### src/hdl/thermal_limit_pkg.sv
// constants and carrier types for the thermal limit and hysteresis register bank
package thermal_limit_pkg;
   // ****************************************************************
   // register offsets
   // ****************************************************************
   localparam logic [7:0] OFS_REMOTE1_FAN_START  = 8'h67;
   localparam logic [7:0] OFS_LOCAL_FAN_START    = 8'h68;
   localparam logic [7:0] OFS_REMOTE2_FAN_START  = 8'h69;
   localparam logic [7:0] OFS_REMOTE1_CRIT       = 8'h6a;
   localparam logic [7:0] OFS_LOCAL_CRIT         = 8'h6b;
   localparam logic [7:0] OFS_REMOTE2_CRIT       = 8'h6c;
   localparam logic [7:0] OFS_REMOTE1_LOCAL_HYST = 8'h6d;
   localparam logic [7:0] OFS_REMOTE2_HYST       = 8'h6e;
   localparam logic [7:0] OFS_XOR_TEST_ENABLE    = 8'h6f;
   localparam logic [7:0] OFS_REMOTE1_OFFSET     = 8'h70;
   localparam logic [7:0] OFS_LOCAL_OFFSET       = 8'h71;

   // ****************************************************************
   // reset values, field positions, special codes
   // ****************************************************************
   localparam logic [7:0] RST_FAN_START    = 8'h5a;
   localparam logic [7:0] RST_CRIT_LIMIT   = 8'h64;
   localparam logic [7:0] RST_HYST_R1L     = 8'h44;
   localparam logic [7:0] RST_HYST_R2      = 8'h40;
   localparam logic [7:0] RST_XOR_TEST     = 8'h00;
   localparam logic [7:0] RST_TEMP_OFFSET  = 8'h00;
   localparam logic [7:0] CRIT_DISABLE     = 8'h80;
   localparam int         XOR_EN_BIT       = 0;
   localparam int         HYST_HI_LSB      = 4;
   localparam int         HYST_LO_LSB      = 0;
   localparam int         HYST_W           = 4;
   localparam int         NUM_CHAN         = 3;
   localparam int         CH_REMOTE1       = 0;
   localparam int         CH_LOCAL         = 1;
   localparam int         CH_REMOTE2       = 2;
   localparam int         TEMP_W           = 10; // signed, 0.25 degC per lsb
   localparam int         CMP_W            = 12; // widened compare domain

   // ****************************************************************
   // carrier types
   // ****************************************************************
   typedef struct packed {
      logic       wr_en;
      logic       rd_en;
      logic [7:0] addr;
      logic [7:0] wdata;
   } reg_req_t;

   typedef struct packed {
      logic              conv_done; // one-cycle pulse
      logic [TEMP_W-1:0] reading;   // raw conversion, signed quarter degrees
   } chan_sample_t;

   typedef struct packed {
      logic [NUM_CHAN-1:0][7:0]       fan_start;
      logic [NUM_CHAN-1:0][7:0]       crit_limit;
      logic [7:0]                     hyst_r1l;
      logic [7:0]                     hyst_r2;
      logic                           xor_test_en;
      logic [7:0]                     offset_r1;
      logic [7:0]                     offset_local;
      logic [NUM_CHAN-1:0]            fan_on;
      logic [NUM_CHAN-1:0]            crit;
      logic [NUM_CHAN-1:0]            pin_trip;
      logic [NUM_CHAN-1:0][CMP_W-1:0] excess;
      logic [7:0]                     rd_data;
      logic                           pin_s1;
      logic                           pin_s2;
   } state_t;
endpackage

### src/hdl/thermal_limit_hysteresis_regs.sv
// register bank with fan-start and critical limit comparators and hysteresis
// ****************************************************************
// Summary of operation
// three fan-start registers, remote1/local/remote2, reset 0x5a (90 degC)
// above fan-start temperature the fan runs at minimum duty, ramping with span
// with lock set, fan-start, critical, xor and offset writes are ignored
// any channel above its critical limit forces every pwm output to full duty
// one critical limit register per channel, reset 0x64 (100 degC)
// critical limit value 0x80 disables forced full duty for that channel
// full duty holds until temperature falls below limit minus hysteresis
// overtemp pin, as output, pulls low at 0.25 degC above critical limit; code pulls low from 0.5 degC above
// 4-bit hysteresis; remote1/local share 0x44 reset, remote2 own at 0x40
// below fan-start, minimum duty holds until threshold minus hysteresis
// hysteresis spans zero to 15 degC per channel
// one hysteresis value serves both critical release and fan-start
// software should keep hysteresis at 4 degC or more
// bit 0 of xor test register enters xor tree mode; reset 0x00
// software leaves unused xor register bits 7 to 1 alone
// local offset: signed 8-bit, 0.25 degC per lsb, reset zero
// remote1 offset register, reset zero, corrects that channel reading
// hysteresis nibbles are whole degrees; remote1 upper, local lower nibble
// compare offset-corrected readings, updated on each channel conversion; remote2 is compared uncorrected here
// ****************************************************************
`timescale 1ns/10ps
`default_nettype none

module thermal_limit_hysteresis_regs (
   input  wire logic                                         mclk,
   input  wire logic                                         reset_n,
   input  wire thermal_limit_pkg::reg_req_t                  reg_req,
   output logic [7:0]                                        reg_rd_data,
   input  wire logic                                         config_lock,
   input  wire thermal_limit_pkg::chan_sample_t [2:0]        chan_sample,
   input  wire logic                                         overtemp_pin_is_output,
   input  wire logic                                         overtemp_pin_in,
   output logic                                              overtemp_pin_out,
   output logic                                              overtemp_pin_oe,
   output logic                                              overtemp_pin_seen_low,
   output logic [2:0]                                        fan_on,
   output logic [2:0][11:0]                                  fan_excess,
   output logic                                              force_full_duty,
   output logic                                              xor_test_en
);

   // ****************************************************************
   // helpers
   // ****************************************************************
   // whole-degree signed byte to quarter degrees in compare width
   function automatic logic [thermal_limit_pkg::CMP_W-1:0] deg_to_q(input logic [7:0] d);
      deg_to_q = {{2{d[7]}}, d, 2'b00};
   endfunction

   // unsigned hysteresis nibble in whole degrees to quarter degrees
   function automatic logic [thermal_limit_pkg::CMP_W-1:0] hyst_to_q(input logic [3:0] h);
      hyst_to_q = {6'h00, h, 2'b00};
   endfunction

   // signed a > b in compare width
   function automatic logic gt_s(input logic [thermal_limit_pkg::CMP_W-1:0] a,
                                 input logic [thermal_limit_pkg::CMP_W-1:0] b);
      gt_s = $signed(a) > $signed(b);
   endfunction

   thermal_limit_pkg::state_t                              st;
   thermal_limit_pkg::state_t                              next_st;
   logic [2:0][thermal_limit_pkg::CMP_W-1:0]               corr;
   logic [2:0][thermal_limit_pkg::CMP_W-1:0]               start_q;
   logic [2:0][thermal_limit_pkg::CMP_W-1:0]               lim_q;
   logic [2:0][thermal_limit_pkg::CMP_W-1:0]               hyst_q;
   logic [2:0][7:0]                                        offset_sel;
   logic                                                   wr_ok;

   // ****************************************************************
   // per-channel corrected reading and thresholds
   // ****************************************************************
   // remote2 offset lives outside this bank, so that channel is uncorrected
   always_comb begin
      offset_sel[thermal_limit_pkg::CH_REMOTE1] = st.offset_r1;
      offset_sel[thermal_limit_pkg::CH_LOCAL]   = st.offset_local;
      offset_sel[thermal_limit_pkg::CH_REMOTE2] = 8'h00;
      // remote1 upper nibble, local lower, remote2 upper of its own
      hyst_q[thermal_limit_pkg::CH_REMOTE1] = hyst_to_q(st.hyst_r1l[7:4]);
      hyst_q[thermal_limit_pkg::CH_LOCAL]   = hyst_to_q(st.hyst_r1l[3:0]);
      hyst_q[thermal_limit_pkg::CH_REMOTE2] = hyst_to_q(st.hyst_r2[7:4]);
      for (int c = 0; c < thermal_limit_pkg::NUM_CHAN; c++) begin
         // sign-extended reading plus sign-extended quarter-degree offset
         corr[c] = {{2{chan_sample[c].reading[9]}}, chan_sample[c].reading}
                 + {{4{offset_sel[c][7]}}, offset_sel[c]};
         start_q[c] = deg_to_q(st.fan_start[c]);
         lim_q[c]   = deg_to_q(st.crit_limit[c]);
      end
   end

   // writes to protected registers are dropped while locked
   assign wr_ok = reg_req.wr_en && !config_lock;

   // ****************************************************************
   // next-state logic
   // ****************************************************************
   always_comb begin
      next_st        = st;
      next_st.pin_s1 = overtemp_pin_in;
      next_st.pin_s2 = st.pin_s1;
      // register writes
      case (reg_req.addr)
         thermal_limit_pkg::OFS_REMOTE1_FAN_START: begin
            if (wr_ok) next_st.fan_start[0] = reg_req.wdata;
         end
         thermal_limit_pkg::OFS_LOCAL_FAN_START: begin
            if (wr_ok) next_st.fan_start[1] = reg_req.wdata;
         end
         thermal_limit_pkg::OFS_REMOTE2_FAN_START: begin
            if (wr_ok) next_st.fan_start[2] = reg_req.wdata;
         end
         thermal_limit_pkg::OFS_REMOTE1_CRIT: begin
            if (wr_ok) next_st.crit_limit[0] = reg_req.wdata;
         end
         thermal_limit_pkg::OFS_LOCAL_CRIT: begin
            if (wr_ok) next_st.crit_limit[1] = reg_req.wdata;
         end
         thermal_limit_pkg::OFS_REMOTE2_CRIT: begin
            if (wr_ok) next_st.crit_limit[2] = reg_req.wdata;
         end
         // hysteresis stays writable under lock
         thermal_limit_pkg::OFS_REMOTE1_LOCAL_HYST: begin
            if (reg_req.wr_en) next_st.hyst_r1l = reg_req.wdata;
         end
         thermal_limit_pkg::OFS_REMOTE2_HYST: begin
            if (reg_req.wr_en) next_st.hyst_r2 = reg_req.wdata;
         end
         thermal_limit_pkg::OFS_XOR_TEST_ENABLE: begin
            // only the enable bit is kept, unused bits read zero
            if (wr_ok) next_st.xor_test_en = reg_req.wdata[thermal_limit_pkg::XOR_EN_BIT];
         end
         thermal_limit_pkg::OFS_REMOTE1_OFFSET: begin
            if (wr_ok) next_st.offset_r1 = reg_req.wdata;
         end
         thermal_limit_pkg::OFS_LOCAL_OFFSET: begin
            if (wr_ok) next_st.offset_local = reg_req.wdata;
         end
         default: begin
         end
      endcase
      // registered read data, unmapped reads give zero
      if (reg_req.rd_en) begin
         case (reg_req.addr)
            thermal_limit_pkg::OFS_REMOTE1_FAN_START:  next_st.rd_data = st.fan_start[0];
            thermal_limit_pkg::OFS_LOCAL_FAN_START:    next_st.rd_data = st.fan_start[1];
            thermal_limit_pkg::OFS_REMOTE2_FAN_START:  next_st.rd_data = st.fan_start[2];
            thermal_limit_pkg::OFS_REMOTE1_CRIT:       next_st.rd_data = st.crit_limit[0];
            thermal_limit_pkg::OFS_LOCAL_CRIT:         next_st.rd_data = st.crit_limit[1];
            thermal_limit_pkg::OFS_REMOTE2_CRIT:       next_st.rd_data = st.crit_limit[2];
            thermal_limit_pkg::OFS_REMOTE1_LOCAL_HYST: next_st.rd_data = st.hyst_r1l;
            thermal_limit_pkg::OFS_REMOTE2_HYST:       next_st.rd_data = st.hyst_r2;
            thermal_limit_pkg::OFS_XOR_TEST_ENABLE:    next_st.rd_data = {7'h00, st.xor_test_en};
            thermal_limit_pkg::OFS_REMOTE1_OFFSET:     next_st.rd_data = st.offset_r1;
            thermal_limit_pkg::OFS_LOCAL_OFFSET:       next_st.rd_data = st.offset_local;
            default:                                   next_st.rd_data = 8'h00;
         endcase
      end
      // comparators run only on a finished conversion of that channel
      for (int c = 0; c < thermal_limit_pkg::NUM_CHAN; c++) begin
         if (chan_sample[c].conv_done) begin
            // fan start with hysteresis band
            if (gt_s(corr[c], start_q[c])) begin
               next_st.fan_on[c] = 1'b1;
            end else if (!gt_s(corr[c], start_q[c] - hyst_q[c])) begin
               next_st.fan_on[c] = 1'b0;
            end
            // distance above fan start drives the duty ramp downstream
            next_st.excess[c] = gt_s(corr[c], start_q[c]) ? corr[c] - start_q[c] : '0;
            // critical entry, release below limit minus hysteresis
            if (st.crit_limit[c] == thermal_limit_pkg::CRIT_DISABLE) begin
               next_st.crit[c] = 1'b0;
            end else if (gt_s(corr[c], lim_q[c])) begin
               next_st.crit[c] = 1'b1;
            end else if (gt_s(lim_q[c] - hyst_q[c], corr[c])) begin
               next_st.crit[c] = 1'b0;
            end
            // pin trip above one quarter degree beyond the limit, so from half a degree
            next_st.pin_trip[c] = (st.crit_limit[c] != thermal_limit_pkg::CRIT_DISABLE)
                               && gt_s(corr[c], lim_q[c] + 12'h001);
         end
      end
   end

   // ****************************************************************
   // state register
   // ****************************************************************
   always_ff @(posedge mclk) begin
      if (!reset_n) begin
         st              <= '0;
         st.fan_start    <= {3{thermal_limit_pkg::RST_FAN_START}};
         st.crit_limit   <= {3{thermal_limit_pkg::RST_CRIT_LIMIT}};
         st.hyst_r1l     <= thermal_limit_pkg::RST_HYST_R1L;
         st.hyst_r2      <= thermal_limit_pkg::RST_HYST_R2;
         st.xor_test_en  <= thermal_limit_pkg::RST_XOR_TEST[thermal_limit_pkg::XOR_EN_BIT];
         st.offset_r1    <= thermal_limit_pkg::RST_TEMP_OFFSET;
         st.offset_local <= thermal_limit_pkg::RST_TEMP_OFFSET;
         st.pin_s1       <= 1'b1;
         st.pin_s2       <= 1'b1;
      end else begin
         st <= next_st;
      end
   end

   // ****************************************************************
   // outputs
   // ****************************************************************
   assign reg_rd_data           = st.rd_data;
   assign fan_on                = st.fan_on;
   assign fan_excess            = st.excess;
   assign force_full_duty       = |st.crit;
   assign xor_test_en           = st.xor_test_en;
   assign overtemp_pin_out      = 1'b0;                                    // open drain, low only
   assign overtemp_pin_oe       = overtemp_pin_is_output && (|st.pin_trip);
   assign overtemp_pin_seen_low = !st.pin_s2;
endmodule

`default_nettype wire

### config.mk
export PLATFORM = sky130hd
export DESIGN_NAME = thermal_limit_hysteresis_regs
export DESIGN_NICKNAME = d
export VERILOG_FILES = /design/src/hdl/thermal_limit_pkg.sv /design/src/hdl/thermal_limit_hysteresis_regs.sv
export SDC_FILE = /design/constraint.sdc
export NUM_CORES = 1
export LEC_CHECK = 0
export ABC_AREA = 1
export BUFFER_PORTS_ARGS = -buffer_cell sky130_fd_sc_hd__buf_2
export CORE_MARGIN = 2
export CORE_UTILIZATION = 44
export DETAILED_ROUTE_END_ITERATION = 16
export GPL_ROUTABILITY_DRIVEN = 0
export SLEW_MARGIN = 40
export SYNTH_ARGS = -nofsm -noshare
export SYNTH_HDL_FRONTEND = slang
export SYNTH_SLANG_ARGS = --single-unit
### constraint.sdc
create_clock -name mclk -period 3.3 [get_ports mclk]
set_input_delay 0.66 -clock mclk [delete_from_list [all_inputs] [get_ports mclk]]
set_output_delay 0.66 -clock mclk [all_outputs]
set_load 0.005 [all_outputs]
Yosys cells after proc, flatten, opt, wreduce, memory -nomap -nowiden
Index checks and enable logic that the tools add are counted.
Operators by class
  $add $sub $neg: 14
  magnitude comparators: 15
  equal/unequal tests: 20
  multiplexer cells: 19
  reduce and logical (&&, ||, !) cells: 29
Operators by type and width (number)
  8-bit by 7-bit equality test with 1-bit output (second input constant): 11
  8-bit case mux with 11 select lines: 1
  11-bit > comparator: 6
  10-bit by 7-bit subtractor with 11-bit output: 6
  11-bit by 10-bit > comparator with 1-bit output: 5
  12-bit 2-to-1 mux: 3
  2-bit AND reduction: 17
  10-bit by 2-bit adder with 11-bit output (second input constant): 3
  8-bit equality test (second input constant): 3
  8-bit inequality test (second input constant): 3
  11-bit by 10-bit subtractor with 12-bit output: 2
  10-bit by 8-bit adder with 11-bit output: 2
  10-bit by 11-bit > comparator with 1-bit output: 2
  10-bit > comparator: 2
  1-bit 2-to-1 mux: 15
  10-bit by 10-bit subtractor with 11-bit output: 1
  3-bit nonzero test: 3
  2-bit inequality test (second input constant): 3
  3-bit OR reduction: 2
  1-bit logical AND: 5
  1-bit zero test: 2
Word-level totals
  bits in registers: 136
  input port bits: 56
  output and inout port bits: 52

Longest topological paths before layout
  depth in word-level cells: 5
  gate-level depth with buffers: 22
  depth with buffers taken out: 22

Least setup slack after synthesis
OpenSTA, ideal clock, no wires.
  path kind: in2reg
  start: input port chan_sample[0] (netlist bit)
  end: register st, in the netlist fan_excess[9]
  arrival: 3312 ps
  data required time: 3230 ps
  path slack: -83 ps
  cell stages on the path: 19
  cells stage by stage: ha_1 -> inv_1 -> fa_1 -> xnor2_1 -> inv_1 -> ha_1 -> fa_1 -> o21ai_1 -> nand2_1 -> nand2_1 -> nand2_1 -> nand2_1 -> nand2_1 -> nand3_1 -> a31oi_1 -> nor2_2 -> buf_2 -> nand3_1 -> a21oi_1
Between the ends
  word-level cells in the longest chain between the ends: 3
  elaborated cells between the ends (all ways): 4
  classes of those cells: add/sub: 2; order compare: 1; mux: 1
Ends and longest elaborated chain
  from (decl): RTL line thermal_limit_hysteresis_regs.sv:33  | input wire thermal_limit_pkg::chan_sample_t [2:0] chan_sample,
  10-bit by 8-bit adder with 11-bit output (*): RTL line thermal_limit_hysteresis_regs.sv:88  | + {{4{offset_sel[c][7]}}, offset_sel[c]};
  11-bit by 10-bit subtractor with 12-bit output or 11-bit by 10-bit > comparator with 1-bit output (tied branches): RTL line thermal_limit_hysteresis_regs.sv:171, thermal_limit_hysteresis_regs.sv:61
  12-bit 2-to-1 mux (*): RTL line thermal_limit_hysteresis_regs.sv:171  | next_st.excess[c] = gt_s(corr[c], start_q[c]) ? corr[c] - start_q[c] : '0;
  to (signal assigned): RTL line thermal_limit_hysteresis_regs.sv:203  | st <= next_st;
  to (decl): RTL line thermal_limit_hysteresis_regs.sv:64  | thermal_limit_pkg::state_t st;
Mark *: on every way between the ends. The rest lies on a longest branch, timed or not.
A chain may end at the register's enable or synchronous reset.

Final worst setup path
  start: input port chan_sample[11] (netlist bit)
  end: register st, in the netlist fan_excess[15]
Same word-level chain as after synthesis.

==> flow_summary.ini <==
[grt]
grt_pass1_vias = 10400
overflow = 0
grt_pass1_wl_mm = 55.5
antenna_found_initial = 0
grt_max_degree = 60
grtUsageTotal_pct = 26.6

[timing]
setup_viol = 0
finClkSkew_ns = 0.0113
maxSlewHeadroom_pct = 50.0
layout_min_cycle_time_ns = 3.09
hold_ws_ns = 0.412
report.final.slew_viol_count = 0
period_share_pct = 93.5
fmax_mhz = 324
timing_worst_slew_pin_value_ns = 0.748
hold_viol = 0
rsz0062_at_grt = yes

[place]
dp_hpwl_mm = 28.7
numPortBuffers = 106

[critical_path]
r2r_slack_ns = 0.23
max_stage_delay_ns = 0.40
start_kind = input pin
path_cells = buf_2 -> ha_1 -> fa_2 -> xor2_2 -> inv_1 -> ha_1 -> fa_1 -> o21ai_2 -> nand3_2 -> a21oi_2 -> o21ai_1 -> nand3_1 -> nand3_1 -> nand2_1 -> nand2_2 -> or2_1 -> a21oi_1
crit_path_end_kind = register
cp_slowest_cell = fa_1
arrival_ns = 3.44
critPathTopFamily = adder cells
worst-path-stages = 17
worstSetupPathType = input pin to register
r2r_cells = 20
worstReg2RegEnd = st[49]
r2r_start = offset_sel[0]
crit_required_ns = 3.65
critPathBufInv = 2
endpoint = fan_excess[15]
critPathMaxFanout = 6
crit_path_start = chan_sample[11]

[yosys]
synth-seq-cells = 135
synth_cell_types = 52
ys.flop_type = dfxtp_1
synth_top_cell_by_area = dfxtp_1
synth-seq-area-share_pct = 23.8
syn_area_sq_um = 11300
syn_nets = 1827
synth_top_area_share_pct = 23.8
async_reset_ff_share_pct = 0
syn_avg_cell_area_sq_um = 7.01
synth.area.top_cells = dfxtp_1 24%, ha_1 16%, nand2_1 9.8%
synth-edff-count = 0
ys_warn_count = 0
netlist_instances = 1617

[layout]
drive_above_1_share_pct = 19.3
layout_common_cells = 295 x nand2_1, 234 x inv_1, 184 x a21oi_1
final_nets = 1990
n_antenna_cell = 0
layout_commonest_cell = nand2_1
area_growth_pct = 18.4

[pwr]
p_comb_share_pct = 16.7
p_leak_nw = 6.76
ir_drop_v = 0.000239
p_int_mw = 3.03
totalPowerFinal_mw = 4.26
clkPwrFrac_pct = 43.7
p_seq_share_pct = 39.7
switching_share_pct = 28.9
power.net_switching_mw = 1.23
powerDensity_nw_per_um2 = 317

[status]
status = complete, no violations

[floorplan]
core_area_sq_um = 25300
rows = 58
ios = 108
die_area_sq_um = 27100
initial_utilization_pct = 44.9
die_h_um = 164
fp.dieW_um = 164

[detailed_routing]
routed_wl_mm = 35.6
vias = 11300
wl_per_cell_um = 16.8
detail-route-antenna-nets = 0
drt_iter0_markers = 914
first_pass_iters = 6
drcViolationCount = 0
via_per_inst = 5.33

[flow_run]
maxCapViolCount = 0

[clocking]
cts_sinks = 135
clk_latency_ns = 0.42
cts_hold_buffers = 0
ctsHtreeMaxLevel = 4
clk_pin_slew_ns = 0.07
cts_buffer_depth = 2
cts_root_buffer = clkbuf_16
cts_tree = yes
numCtsBuffers = 17

[worst_hold_path]
worstHoldPathType = register to register
hold_path_depth = 1
hp-start = next_st[0]
[synthesized netlist by cell type, types with 3 or more instances]
master / count
and3_1: 4
nand2_2: 7
a21oi_1: 189
nor4_1: 4
clkbuf_1: 28
o21bai_1: 7
a221oi_1: 10
nand2_4: 3
nand3b_1: 7
a21o_1: 6
nand3_1: 93
a211oi_1: 12
inv_2: 7
xnor2_1: 11
or2_2: 12
fa_1: 11
dfxtp_1: 135
o21ai_0: 83
inv_1: 236
buf_2: 6
xor2_1: 43
nor3b_1: 4
or2_1: 3
nor2_4: 5
nand4_1: 39
nor3_1: 14
o21ai_1: 5
a21oi_2: 5
o22ai_1: 24
nor2_2: 5
nor2_1: 74
o211ai_1: 11
nand2_1: 296
ha_1: 143
a31o_2: 4
buf_4: 48
[worst min path at each step]
| stage | end | slack [ns] |
|---|---|---|
| floorplan | st[0] | 0.39 |
| global placement | st[0] | 0.39 |
| detailed placement | st[0] | 0.40 |
| CTS | st[0] | 0.41 |
| global route | next_st[0] | 0.40 |
| finish | st[0] | 0.41 |
[power by group through the flow]
stage               Sequential [mW]  Clock [mW]  Combinational [mW]
floorplan                      1.72           0               0.440
CTS                            1.69        1.88               0.692
finish                         1.69        1.86               0.710
detailed placement             1.72           0               0.688
global placement               1.72           0               0.680
global route                   1.69        1.94               0.795
[metrics by stage]
stage,setup TNS [ns],instance area (sq um),setup WS [ns],instances,util (%)
2_1_floorplan,-0.0220,11300,-0.0220,1617,-
3_5_place_dp,-6.55,12700,-0.326,2088,50.2
5_1_grt,-0.102,13400,-0.0395,2123,53.1
4_1_cts,0,13300,0.0567,2120,52.5
3_3_place_gp,-4.64,12700,-0.330,2088,50.2
6_report,0,13400,0.213,2123,53.1
[layer usage]
layer / part of all wire [%] / vias up / track usage [%] / wire length (um)
met4: 2.4 / 0 / 7.67 / 846
met3: 6.6 / 55 / 3.84 / 2370
met1: 46 / 5143 / 36.2 / 16500
met2: 45 / 390 / 43.7 / 15900
li1: - / 5725 / - / -
met5: 0 / - / 0 / 0
[flip-flops by register name, summed over array words and instances (netlist names)]
register and cells:
xor_test_en 1, fan_on 3, reg_rd_data 8, hyst_q 12, offset_sel 16, next_st 1, fan_excess 35, st 35
lim_q 24
[layout make-up]
cell class / instances / area (sq um)
inverter: 244 / 918
timing repair inverter: 1 / 7.51
timing repair buffer: 225 / 1440
clock inverter: 13 / 124
clock buffer: 19 / 443
multi-input combinational: 1156 / 7370
fill: 2527 / 11800
sequential: 135 / 2700
tap: 330 / 413
[cell families (layout without fill, tap and decap cells)]
family	count (synthesis)	in the layout	synth area share (%)
AO/OA/AOI/OAI	369	369	18.4
AND/OR/NAND/NOR	578	578	23.4
other	1	1	0.0331
buffers and inverters	326	502	12.5
flip-flops	135	135	23.8
XOR/XNOR	54	54	4.17
adder cells (fa/ha/maj)	154	154	17.7
[timing repair]
action                     in CTS  in global routing
gates resized for setup         0                 35
setup buffers                   0                  2
setup endpoints to repair       0                 31
No activity file was read; power rests on OpenSTA's default activity.
